==> src/rtl/fast_detect_defs.svh <==
`ifndef FAST_DETECT_DEFS_SVH
`define FAST_DETECT_DEFS_SVH
// Register offsets
`define UPPER_LO_ADDR   12'h247
`define UPPER_HI_ADDR   12'h248
`define LOWER_LO_ADDR   12'h249
`define LOWER_HI_ADDR   12'h24A
`define DWELL_LO_ADDR   12'h24B
`define DWELL_HI_ADDR   12'h24C
`define CB_CFG_ADDR     12'h559
`define CB_FLAG_ADDR    12'h55A
`define OR_CLEAR_ADDR   12'h562
`define OR_STATUS_ADDR  12'h563
// Field positions
`define CB_COUNT_MSB    1
`define CB_COUNT_LSB    0
`define FLAG_CB_EN_BIT  0
`define THRESH_HI_MSB   4
// Reset values
`define UPPER_RESET     13'h1FFF
`define LOWER_RESET     13'h0000
`define DWELL_RESET     16'h0001
`define CB_COUNT_RESET  2'h0
`define FLAG_CB_RESET   1'h0
`define OR_CLEAR_RESET  4'h0
// Timing counts, in sample clock cycles
`define FD_LATENCY_MAX  28
`define LOWER_PIPE_DEPTH 4
`endif

==> src/rtl/fast_detect_pkg.sv <==
package fast_detect_pkg;
	typedef logic [12:0]        mag_t;
	typedef logic signed [13:0] sample_t;
	typedef logic [15:0]        dwell_t;
	typedef logic [11:0]        reg_addr_t;
	typedef logic [7:0]         reg_byte_t;
	typedef logic [15:0]        link_word_t;

	// Negative full scale saturates so the result always fits 13 bits
	function automatic mag_t absMag(input sample_t s);
		logic [13:0] a;
		a = s[13] ? 14'(-s) : 14'(s);
		absMag = a[13] ? 13'h1FFF : a[12:0];
	endfunction : absMag
endpackage : fast_detect_pkg

==> src/rtl/threshold_cfg_if.sv <==
`timescale 1ns/10ps
interface threshold_cfg_if;
	import fast_detect_pkg::*;
	mag_t   upperThresh;
	mag_t   lowerThresh;
	dwell_t dwellTime;
	modport source (output upperThresh, output lowerThresh, output dwellTime);
	modport sink   (input upperThresh, input lowerThresh, input dwellTime);
endinterface : threshold_cfg_if

==> src/rtl/fast_threshold_overrange_detect.sv <==
`timescale 1ns/10ps
`include "fast_detect_defs.svh"
module fast_threshold_overrange_detect
#(
	parameter int LOWER_DELAY = `LOWER_PIPE_DEPTH
)
(
	input  wire logic                   clk,
	input  wire logic                   reset_n,
	input  fast_detect_pkg::sample_t    sampleA,
	input  fast_detect_pkg::sample_t    sampleB,
	input  wire logic                   overrangeA,
	input  wire logic                   overrangeB,
	input  wire logic [3:0]             vcOverrange,
	input  wire logic                   regWriteEn,
	input  fast_detect_pkg::reg_addr_t  regAddr,
	input  fast_detect_pkg::reg_byte_t  regWriteData,
	output fast_detect_pkg::reg_byte_t  regReadData,
	output logic                        flagPinChanA,
	output logic                        flagPinChanB,
	output fast_detect_pkg::link_word_t linkWordA,
	output fast_detect_pkg::link_word_t linkWordB
);
	import fast_detect_pkg::*;

	// Each lower path stage is 13 flops per channel; long chains cost area
	if (LOWER_DELAY < 1 || LOWER_DELAY > 24)
		$error("LOWER_DELAY out of range");

	localparam int fdMaxCycles = `FD_LATENCY_MAX;

	mag_t       upper_reg, upper_next;
	mag_t       lower_reg, lower_next;
	dwell_t     dwell_reg, dwell_next;
	logic [1:0] cbCount_reg, cbCount_next;
	logic       flagCbEn_reg, flagCbEn_next;
	logic [3:0] orClear_reg, orClear_next;
	reg_byte_t  readData_reg, readData_next;
	logic       pinA_reg, pinA_next;
	logic       pinB_reg, pinB_next;
	link_word_t linkA_reg, linkA_next;
	link_word_t linkB_reg, linkB_next;
	logic       flagA, flagB;
	logic [3:0] sticky;

	threshold_cfg_if cfg ();

	// Control bits fill from the MSB end; sample and overrange share a stage
	function automatic link_word_t buildLink(input sample_t s, input logic ovr,
		input logic flag, input logic [1:0] cnt, input logic en);
		logic cb1;
		logic cb0;
		cb1 = (cnt != 2'h0) ? ovr : 1'b0;
		cb0 = (cnt >= 2'h2) ? (flag & en) : 1'b0;
		buildLink = {s, cb1, cb0};
	endfunction : buildLink

	////////////////////////////////////////////////////////////////////////
	// Configuration registers
	always_comb
	begin
		upper_next    = upper_reg;
		lower_next    = lower_reg;
		dwell_next    = dwell_reg;
		cbCount_next  = cbCount_reg;
		flagCbEn_next = flagCbEn_reg;
		orClear_next  = orClear_reg;
		if (regWriteEn)
		begin
			unique case (regAddr)
				`UPPER_LO_ADDR: upper_next[7:0] = regWriteData;
				`UPPER_HI_ADDR: upper_next[12:8] = regWriteData[`THRESH_HI_MSB:0];
				`LOWER_LO_ADDR: lower_next[7:0] = regWriteData;
				`LOWER_HI_ADDR: lower_next[12:8] = regWriteData[`THRESH_HI_MSB:0];
				`DWELL_LO_ADDR: dwell_next[7:0] = regWriteData;
				`DWELL_HI_ADDR: dwell_next[15:8] = regWriteData;
				`CB_CFG_ADDR:
					cbCount_next = regWriteData[`CB_COUNT_MSB:`CB_COUNT_LSB];
				`CB_FLAG_ADDR: flagCbEn_next = regWriteData[`FLAG_CB_EN_BIT];
				`OR_CLEAR_ADDR: orClear_next = regWriteData[3:0];
				default: ;
			endcase
		end
		unique case (regAddr)
			`UPPER_LO_ADDR:  readData_next = upper_reg[7:0];
			`UPPER_HI_ADDR:  readData_next = {3'h0, upper_reg[12:8]};
			`LOWER_LO_ADDR:  readData_next = lower_reg[7:0];
			`LOWER_HI_ADDR:  readData_next = {3'h0, lower_reg[12:8]};
			`DWELL_LO_ADDR:  readData_next = dwell_reg[7:0];
			`DWELL_HI_ADDR:  readData_next = dwell_reg[15:8];
			`CB_CFG_ADDR:    readData_next = {6'h00, cbCount_reg};
			`CB_FLAG_ADDR:   readData_next = {7'h00, flagCbEn_reg};
			`OR_CLEAR_ADDR:  readData_next = {4'h0, orClear_reg};
			`OR_STATUS_ADDR: readData_next = {4'h0, sticky};
			default:         readData_next = 8'h00;
		endcase
	end

	always_ff @(posedge clk)
	begin
		if (!reset_n)
		begin
			upper_reg    <= `UPPER_RESET;
			lower_reg    <= `LOWER_RESET;
			dwell_reg    <= `DWELL_RESET;
			cbCount_reg  <= `CB_COUNT_RESET;
			flagCbEn_reg <= `FLAG_CB_RESET;
			orClear_reg  <= `OR_CLEAR_RESET;
			readData_reg <= 8'h00;
		end
		else
		begin
			upper_reg    <= upper_next;
			lower_reg    <= lower_next;
			dwell_reg    <= dwell_next;
			cbCount_reg  <= cbCount_next;
			flagCbEn_reg <= flagCbEn_next;
			orClear_reg  <= orClear_next;
			readData_reg <= readData_next;
		end
	end

	assign cfg.upperThresh = upper_reg;
	assign cfg.lowerThresh = lower_reg;
	assign cfg.dwellTime   = dwell_reg;

	////////////////////////////////////////////////////////////////////////
	// Detectors, sticky status, link words
	fast_detect_channel #(.LOWER_DELAY(LOWER_DELAY)) detectA
	(
		.clk      (clk),
		.reset_n  (reset_n),
		.sample   (sampleA),
		.cfg      (cfg.sink),
		.fastFlag (flagA)
	);

	fast_detect_channel #(.LOWER_DELAY(LOWER_DELAY)) detectB
	(
		.clk      (clk),
		.reset_n  (reset_n),
		.sample   (sampleB),
		.cfg      (cfg.sink),
		.fastFlag (flagB)
	);

	overrange_tracker tracker
	(
		.clk         (clk),
		.reset_n     (reset_n),
		.vcOverrange (vcOverrange),
		.clearBits   (orClear_reg),
		.sticky      (sticky)
	);

	always_comb
	begin
		linkA_next = buildLink(sampleA, overrangeA, flagA, cbCount_reg, flagCbEn_reg);
		linkB_next = buildLink(sampleB, overrangeB, flagB, cbCount_reg, flagCbEn_reg);
		// Pins leave from flops so gain control sees clean levels
		pinA_next  = flagA;
		pinB_next  = flagB;
	end

	always_ff @(posedge clk)
	begin
		if (!reset_n)
		begin
			pinA_reg  <= 1'b0;
			pinB_reg  <= 1'b0;
			linkA_reg <= 16'h0000;
			linkB_reg <= 16'h0000;
		end
		else
		begin
			pinA_reg  <= pinA_next;
			pinB_reg  <= pinB_next;
			linkA_reg <= linkA_next;
			linkB_reg <= linkB_next;
		end
	end

	assign regReadData  = readData_reg;
	assign flagPinChanA = pinA_reg;
	assign flagPinChanB = pinB_reg;
	assign linkWordA    = linkA_reg;
	assign linkWordB    = linkB_reg;

	////////////////////////////////////////////////////////////////////////
	// Checks on pins, link words and register traffic
	// Latency is only asked while the upper threshold holds still
	AST_UPPER_LATENCY:
	assert property (@(posedge clk) disable iff (!reset_n)
		(absMag(sampleA) > upper_reg) && $stable(upper_reg)
			|-> ##[1:fdMaxCycles] flagPinChanA)
		else $error("upper detect too slow");

	AST_OVR_ALIGN:
	assert property (@(posedge clk) disable iff (!reset_n)
		cbCount_reg != 2'h0 |=> linkWordA[15:2] == $past(sampleA)
			&& linkWordA[1] == $past(overrangeA))
		else $error("overrange misaligned with sample");

	AST_CB_ZERO:
	assert property (@(posedge clk) disable iff (!reset_n)
		cbCount_reg == 2'h0 |=> linkWordA[1:0] == 2'h0 && linkWordB[1:0] == 2'h0)
		else $error("control bits present with zero count");

	AST_FLAG_CB_OFF:
	assert property (@(posedge clk) disable iff (!reset_n)
		!flagCbEn_reg |=> !linkWordA[0] && !linkWordB[0])
		else $error("flag control bit while disabled");

	AST_UPPER_LATENCY_B:
	assert property (@(posedge clk) disable iff (!reset_n)
		(absMag(sampleB) > upper_reg) && $stable(upper_reg)
			|-> ##[1:fdMaxCycles] flagPinChanB)
		else $error("upper detect too slow on channel B");

	AST_OVR_ALIGN_B:
	assert property (@(posedge clk) disable iff (!reset_n)
		cbCount_reg != 2'h0 |=> linkWordB[15:2] == $past(sampleB)
			&& linkWordB[1] == $past(overrangeB))
		else $error("overrange misaligned with sample on channel B");

	// One control bit carries the overrange; the flag needs a second one
	AST_CB_ONE:
	assert property (@(posedge clk) disable iff (!reset_n)
		cbCount_reg == 2'h1 |=> !linkWordA[0] && !linkWordB[0])
		else $error("second control bit present with a count of one");

	AST_FLAG_CB_ON:
	assert property (@(posedge clk) disable iff (!reset_n)
		flagCbEn_reg && cbCount_reg >= 2'h2 |=> linkWordA[0] == flagPinChanA)
		else $error("flag control bit missing on channel A");

	AST_FLAG_CB_ON_B:
	assert property (@(posedge clk) disable iff (!reset_n)
		flagCbEn_reg && cbCount_reg >= 2'h2 |=> linkWordB[0] == flagPinChanB)
		else $error("flag control bit missing on channel B");

	// Register writes land one edge after the strobe
	AST_UPPER_WRITE:
	assert property (@(posedge clk) disable iff (!reset_n)
		regWriteEn && regAddr == `UPPER_LO_ADDR |=> upper_reg[7:0] == $past(regWriteData))
		else $error("upper threshold low byte not written");

	AST_UPPER_HI_WRITE:
	assert property (@(posedge clk) disable iff (!reset_n)
		regWriteEn && regAddr == `UPPER_HI_ADDR
			|=> upper_reg[12:8] == $past(regWriteData[`THRESH_HI_MSB:0]))
		else $error("upper threshold high byte not written");

	AST_LOWER_WRITE:
	assert property (@(posedge clk) disable iff (!reset_n)
		regWriteEn && regAddr == `LOWER_LO_ADDR |=> lower_reg[7:0] == $past(regWriteData))
		else $error("lower threshold low byte not written");

	AST_LOWER_HI_WRITE:
	assert property (@(posedge clk) disable iff (!reset_n)
		regWriteEn && regAddr == `LOWER_HI_ADDR
			|=> lower_reg[12:8] == $past(regWriteData[`THRESH_HI_MSB:0]))
		else $error("lower threshold high byte not written");

	AST_THRESH_HI_MASK:
	assert property (@(posedge clk) disable iff (!reset_n)
		regAddr == `UPPER_HI_ADDR || regAddr == `LOWER_HI_ADDR |=> regReadData[7:5] == 3'h0)
		else $error("threshold high byte shows bits above the 13-bit value");

	AST_DWELL_WRITE:
	assert property (@(posedge clk) disable iff (!reset_n)
		regWriteEn && regAddr == `DWELL_HI_ADDR |=> dwell_reg[15:8] == $past(regWriteData))
		else $error("dwell time high byte not written");

	AST_CB_EN_WRITE:
	assert property (@(posedge clk) disable iff (!reset_n)
		regWriteEn && regAddr == `CB_FLAG_ADDR
			|=> flagCbEn_reg == $past(regWriteData[`FLAG_CB_EN_BIT]))
		else $error("flag control bit enable not written");

	AST_CLEAR_WRITE:
	assert property (@(posedge clk) disable iff (!reset_n)
		regWriteEn && regAddr == `OR_CLEAR_ADDR |=> orClear_reg == $past(regWriteData[3:0]))
		else $error("overrange clear not written");

	AST_CLEAR_HOLD:
	assert property (@(posedge clk) disable iff (!reset_n)
		orClear_reg != 4'h0 && vcOverrange == 4'h0 |=> (sticky & $past(orClear_reg)) == 4'h0)
		else $error("sticky bit kept while its clear is held");

	AST_STATUS_READ:
	assert property (@(posedge clk) disable iff (!reset_n)
		regAddr == `OR_STATUS_ADDR |=> regReadData == {4'h0, $past(sticky)})
		else $error("sticky status read back wrong");
endmodule : fast_threshold_overrange_detect

==> src/rtl/overrange_tracker.sv <==
`timescale 1ns/10ps
module overrange_tracker
(
	input  wire logic       clk,
	input  wire logic       reset_n,
	input  wire logic [3:0] vcOverrange,
	input  wire logic [3:0] clearBits,
	output logic      [3:0] sticky
);
	import fast_detect_pkg::*;

	logic [3:0] sticky_reg;
	logic [3:0] sticky_next;

	// Clear holds while the bit is set; a new overrange still wins
	always_comb
	begin
		sticky_next = (sticky_reg & ~clearBits) | vcOverrange;
	end

	always_ff @(posedge clk)
	begin
		if (!reset_n)
			sticky_reg <= 4'h0;
		else
			sticky_reg <= sticky_next;
	end

	assign sticky = sticky_reg;

	AST_STICKY_SET:
	assert property (@(posedge clk) disable iff (!reset_n)
		vcOverrange != 4'h0 |=> (sticky_reg & $past(vcOverrange)) == $past(vcOverrange))
		else $error("overrange not latched");

	AST_STICKY_KEEP:
	assert property (@(posedge clk) disable iff (!reset_n)
		##1 ($past(sticky_reg) & ~sticky_reg & ~$past(clearBits)) == 4'h0)
		else $error("sticky bit dropped without clear");
endmodule : overrange_tracker

==> src/rtl/fast_detect_channel.sv <==
`timescale 1ns/10ps
`include "fast_detect_defs.svh"
module fast_detect_channel
#(
	parameter int LOWER_DELAY = `LOWER_PIPE_DEPTH
)
(
	input  wire logic                clk,
	input  wire logic                reset_n,
	input  fast_detect_pkg::sample_t sample,
	threshold_cfg_if.sink            cfg,
	output logic                     fastFlag
);
	import fast_detect_pkg::*;

	if (LOWER_DELAY < 1 || LOWER_DELAY > 24)
		$error("LOWER_DELAY out of range");

	mag_t        magStage_reg;
	mag_t        magStage_next;
	mag_t        magPipe_reg  [LOWER_DELAY];
	mag_t        magPipe_next [LOWER_DELAY];
	logic [16:0] dwellCount_reg;
	logic [16:0] dwellCount_next;
	logic        flag_reg;
	logic        flag_next;
	logic        aboveUpper;
	logic        belowLower;

	////////////////////////////////////////////////////////////////////////
	// Magnitude, early for the upper compare, delayed for the lower
	always_comb
	begin
		magStage_next = absMag(sample);
		magPipe_next[0] = magStage_reg;
		for (int i = 1; i < LOWER_DELAY; i++)
			magPipe_next[i] = magPipe_reg[i-1];
	end

	always_ff @(posedge clk)
	begin
		if (!reset_n)
		begin
			magStage_reg <= 13'h0000;
			for (int i = 0; i < LOWER_DELAY; i++)
				magPipe_reg[i] <= 13'h0000;
		end
		else
		begin
			magStage_reg <= magStage_next;
			magPipe_reg  <= magPipe_next;
		end
	end

	////////////////////////////////////////////////////////////////////////
	// Hysteresis: set at once, clear after the dwell
	assign aboveUpper = magStage_reg > cfg.upperThresh;
	assign belowLower = magPipe_reg[LOWER_DELAY-1] < cfg.lowerThresh;

	always_comb
	begin
		// A fresh set restarts the count too: the lower path lags the upper,
		// so a count left from older quiet samples would clear the flag at once
		if (!belowLower || aboveUpper)
			dwellCount_next = 17'h00000;
		else if (dwellCount_reg == 17'h1FFFF)
			dwellCount_next = dwellCount_reg;
		else
			dwellCount_next = dwellCount_reg + 17'h00001;
		flag_next = flag_reg;
		// Set outranks clear when both land in one cycle
		if (aboveUpper)
			flag_next = 1'b1;
		else if (dwellCount_reg > {1'b0, cfg.dwellTime})
			flag_next = 1'b0;
	end

	always_ff @(posedge clk)
	begin
		if (!reset_n)
		begin
			dwellCount_reg <= 17'h00000;
			flag_reg       <= 1'b0;
		end
		else
		begin
			dwellCount_reg <= dwellCount_next;
			flag_reg       <= flag_next;
		end
	end

	assign fastFlag = flag_reg;

	AST_FLAG_SET:
	assert property (@(posedge clk) disable iff (!reset_n) aboveUpper |=> flag_reg)
		else $error("flag not set above upper threshold");

	AST_FLAG_CLEAR:
	assert property (@(posedge clk) disable iff (!reset_n)
		$fell(flag_reg) |-> $past(dwellCount_reg) > {1'b0, $past(cfg.dwellTime)})
		else $error("flag cleared before dwell elapsed");

	AST_DWELL_RESTART:
	assert property (@(posedge clk) disable iff (!reset_n)
		!belowLower |=> dwellCount_reg == 17'h00000)
		else $error("dwell count not restarted");

	AST_LOWER_PIPE:
	assert property (@(posedge clk) disable iff (!reset_n)
		##LOWER_DELAY magPipe_reg[LOWER_DELAY-1] == $past(magStage_reg, LOWER_DELAY))
		else $error("lower compare path misaligned");

	AST_SET_RESTARTS_DWELL:
	assert property (@(posedge clk) disable iff (!reset_n)
		aboveUpper |=> dwellCount_reg == 17'h00000)
		else $error("dwell count kept across a new set");
endmodule : fast_detect_channel

==> config.mk <==
export PLATFORM = sky130hd
export DESIGN_NAME = fast_threshold_overrange_detect
export DESIGN_NICKNAME = d
export VERILOG_FILES = /design/src/rtl/fast_detect_pkg.sv /design/src/rtl/threshold_cfg_if.sv /design/src/rtl/fast_threshold_overrange_detect.sv /design/src/rtl/overrange_tracker.sv /design/src/rtl/fast_detect_channel.sv
export VERILOG_INCLUDE_DIRS = /design/src /design/src/rtl
export SDC_FILE = /design/constraint.sdc
export NUM_CORES = 1
export LEC_CHECK = 0
export ABC_CLOCK_PERIOD_IN_PS = 6700
export BUFFER_PORTS_ARGS = -buffer_cell sky130_fd_sc_hd__buf_4
export CAP_MARGIN = 20
export CELL_PAD_IN_SITES_DETAIL_PLACEMENT = 1
export CELL_PAD_IN_SITES_GLOBAL_PLACEMENT = 2
export CORE_MARGIN = 2
export CORE_UTILIZATION = 41
export DETAILED_ROUTE_END_ITERATION = 6
export GPL_TIMING_DRIVEN = 0
export PLACE_DENSITY_LB_ADDON = 0.1
export SLEW_MARGIN = 20
export SYNTH_ARGS = -nofsm -noshare
export SYNTH_HDL_FRONTEND = slang
export SYNTH_SLANG_ARGS = --single-unit
export TNS_END_PERCENT = 30
==> constraint.sdc <==
create_clock -name clk -period 6.7 [get_ports clk]
set_input_delay 1.34 -clock clk [delete_from_list [all_inputs] [get_ports clk]]
set_output_delay 1.34 -clock clk [all_outputs]
set_load 0.02 [all_outputs]
==> reports/metrics.cfg <==
[power_and_ir_drop]
power.density_nw_per_um2=263
p_leak_nw=5.68
vdd_drop_max_v=0.000211

[synthesis]
synth.avg_cell_area_um2=9.68
synth_top_area_share_pct=46.8
synth_top_family_by_area=simple AND/OR/NAND/NOR gates
ys_seq_area_share_pct=46.8
synth_mux_area_share_pct=2.69
yosys.area.top_type=dfxtp_1
synth_compound_area_share_pct=10.6
synth.distinct_cells=63
synthSimpleGateAreaFrac_pct=22.3
synth_seq_cells=261
synthXorXnorAreaFrac_pct=3.93
postSynth.asyncResetShare_pct=0
synth-edff-count=0
yosys-top-cells-area=dfxtp_1, ha_1, and2_1
synth-adder-area-share_pct=9.87
synthesis.area_um2=11200
syn-num-nets=1298
netlist_instances=1153
synth-warning-count=0
synth_ff_type=dfxtp_1

[timing]
max_freq_mhz=333
rsz0062_at_grt=false
period_minus_slack_ps=3000
worstMarginPinSlew_ps=872
finalHoldViolCount=0
slew_headroom_pct=41.8
fin_skew_ps=42.5
finalSetupViolCount=0
period_share_pct=44.8
finalSetupTns_ps=0
slew_violations=0

[cells_and_area]
mostFrequentLayoutCells=dfxtp_1, and2_1, buf_4
layout_commonest_cell=dfxtp_1
drive_gt1_share_pct=13.2
nets=1425
fin_cells=1646
area_delta_synth_final_pct=19.7

[floorplan]
io_pins=99
start_util_pct=41.6
coreArea_um2=26800
fp.dieW_um=169
row_count=60
die_h_um=169
dieArea_um2=28500

[cts]
htree_levels=1
root_buffer=clkbuf_16
cts_setup_buffers=0
clock_latency_ps=580
post_cts_resized=0
cts_buffers=30
cts_max_path_buffers=3
cts_tree=done
clkSinkCount=261
cts-hold-fix-buffers=0
clk_pin_slew_ps=60

[drt]
num_vias=8348
wire_per_inst_um=18.0
via_per_inst=5.07
drc=0
first_iter_violations=319
ant_nets=0
drt_wl_total_mm=29.7
drt-pass1-iter-count=6

[critical_path]
worst_setup_path_end_kind=flip-flop
critPathKind=reg -> reg
cp-startpoint=cfg.upperThresh[7]
cp_data_required_time_ps=7180
arrival_ps=3480
cpPeakStageDelay_ps=650
r2r-start=cfg.upperThresh[7]
r2r_slack_ps=3700
r2r_cells=9
slowest_stage=o31ai_1
worstPathCellList=inv_1 > ha_1 > and4_1 > a21oi_1 > a21oi_1 > o31ai_1 > o311ai_2 > buf_2 > nor2_1
cp_common_cell=a21oi_1
reg2reg_to=detectA.dwellCount_reg[10]
crit_fanout=10
crit_path_start_kind=flip-flop

[grt]
antenna_found_initial=0
grt_usage_pct=21.4
grt_pass1_wl_mm=47.8
first_global_vias=8717
grt_max_degree=18
grt_overflow=0

[placement]
hpwl_mm=22.8
io_buffers=95
place_congestion=0.825
post-place-cells=1589

[status]
status=finished, final reports clean

[min_path]
whs_endpoint=detectA.magPipe_next[13]
timing.hold.worst_path_depth=1
min_from=detectA.magPipe_next[26]
hp-class=reg -> reg

[run]
maxCapViolCount=0

==> Yosys cell counts, types with 3 or more instances <==
| library cell | n |
|---|---|
| ha_1 | 88 |
| a211oi_1 | 5 |
| xnor2_1 | 7 |
| o21a_1 | 4 |
| o21ai_0 | 30 |
| and4_1 | 5 |
| nor3_1 | 6 |
| a21oi_1 | 37 |
| and2_1 | 133 |
| o211ai_1 | 3 |
| nor4_4 | 3 |
| nor2_1 | 60 |
| a221oi_1 | 5 |
| and3_1 | 12 |
| dfxtp_1 | 261 |
| nand2b_1 | 5 |
| buf_2 | 5 |
| clkbuf_1 | 37 |
| mux2i_1 | 30 |
| a21boi_1 | 17 |
| or4_1 | 4 |
| a21boi_2 | 4 |
| o22ai_1 | 3 |
| nand2_1 | 81 |
| a2111oi_0 | 3 |
| a21boi_0 | 27 |
| inv_1 | 56 |
| xor2_1 | 43 |
| a31oi_1 | 5 |
| nor2b_1 | 31 |
| nand4b_1 | 3 |
| a21o_1 | 10 |
| o31ai_1 | 7 |
| nand3_1 | 62 |
| a222oi_1 | 4 |
| nand4_1 | 20 |
==> cells by family after synthesis <==
| kind of cell | Yosys count |
|---|---|
| flip-flops | 261 |
| XOR/XNOR | 50 |
| multiplexers | 30 |
| buffers and inverters | 102 |
| AND/OR/NAND/NOR | 447 |
| adder cells (fa/ha/maj) | 88 |
| AO/OA/AOI/OAI | 175 |
==> layout make-up <==
type / instances / area, um^2
timing repair buffer: 95 / 713
sequential: 261 / 5230
fill: 3020 / 13400
clock inverter: 12 / 176
tap: 341 / 427
multi-input combinational: 790 / 5520
inverter: 56 / 210
antenna: 1 / 2.50
clock buffer: 44 / 883
buffer: 46 / 204
==> worst max-delay path: cells and delay by family (launching register included) <==
| kind | cells | cell delay, ps |
|---|---|---|
| compound gates | 4 | 1320 |
| fa+ha+maj | 1 | 340 |
| flops | 1 | 470 |
| buf+inv | 2 | 450 |
| simple gates | 2 | 340 |
==> through the flow <==
stage | util, % | cell area [um^2] | power (mW) | setup slack (ps) | hold slack [ps]
final | 49.8 | 13400 | 3.52 | 3700 | 426
after global routing | 49.8 | 13400 | 3.66 | 3380 | 446
after CTS | 49.8 | 13400 | 3.56 | 3650 | 426
after detailed placement | 45.9 | 12300 | 1.85 | 3320 | 421
after global placement | 45.9 | 12300 | 1.85 | 3320 | 415
after floorplan | - | 11200 | 1.75 | 3850 | 412
==> power by group <==
group	internal [mW]	total, mW	leakage, nW	switching, mW
clock	1.03	1.70	0.515	0.669
sequential	1.59	1.61	2.13	0.0179
combinational	0.0897	0.202	3.04	0.113
total	2.72	3.52	5.68	0.799
==> how the worst max path moves through the flow <==
stage | cells past startpoint | slack, ps | to
floorplan | 6 | 3850 | detectA.magStage_reg[3]
global placement | 8 | 3320 | regReadData[3]
detailed placement | 7 | 3320 | cfg.dwellTime[6]
CTS | 9 | 3650 | detectA.dwellCount_reg[10]
global route | 9 | 3380 | detectB.dwellCount_reg[8]
finish | 9 | 3700 | detectA.dwellCount_reg[10]
==> layer usage <==
layer | track usage, % | vias up | wire [um]
met1 | 27.0 | 3929 | 13200
met5 | 0 | - | 0
met3 | 2.83 | 53 | 1240
met4 | 6.78 | 0 | 881
met2 | 37.8 | 160 | 14400
li1 | - | 4206 | -
Note: power is estimated with default switching activity, not from simulation.
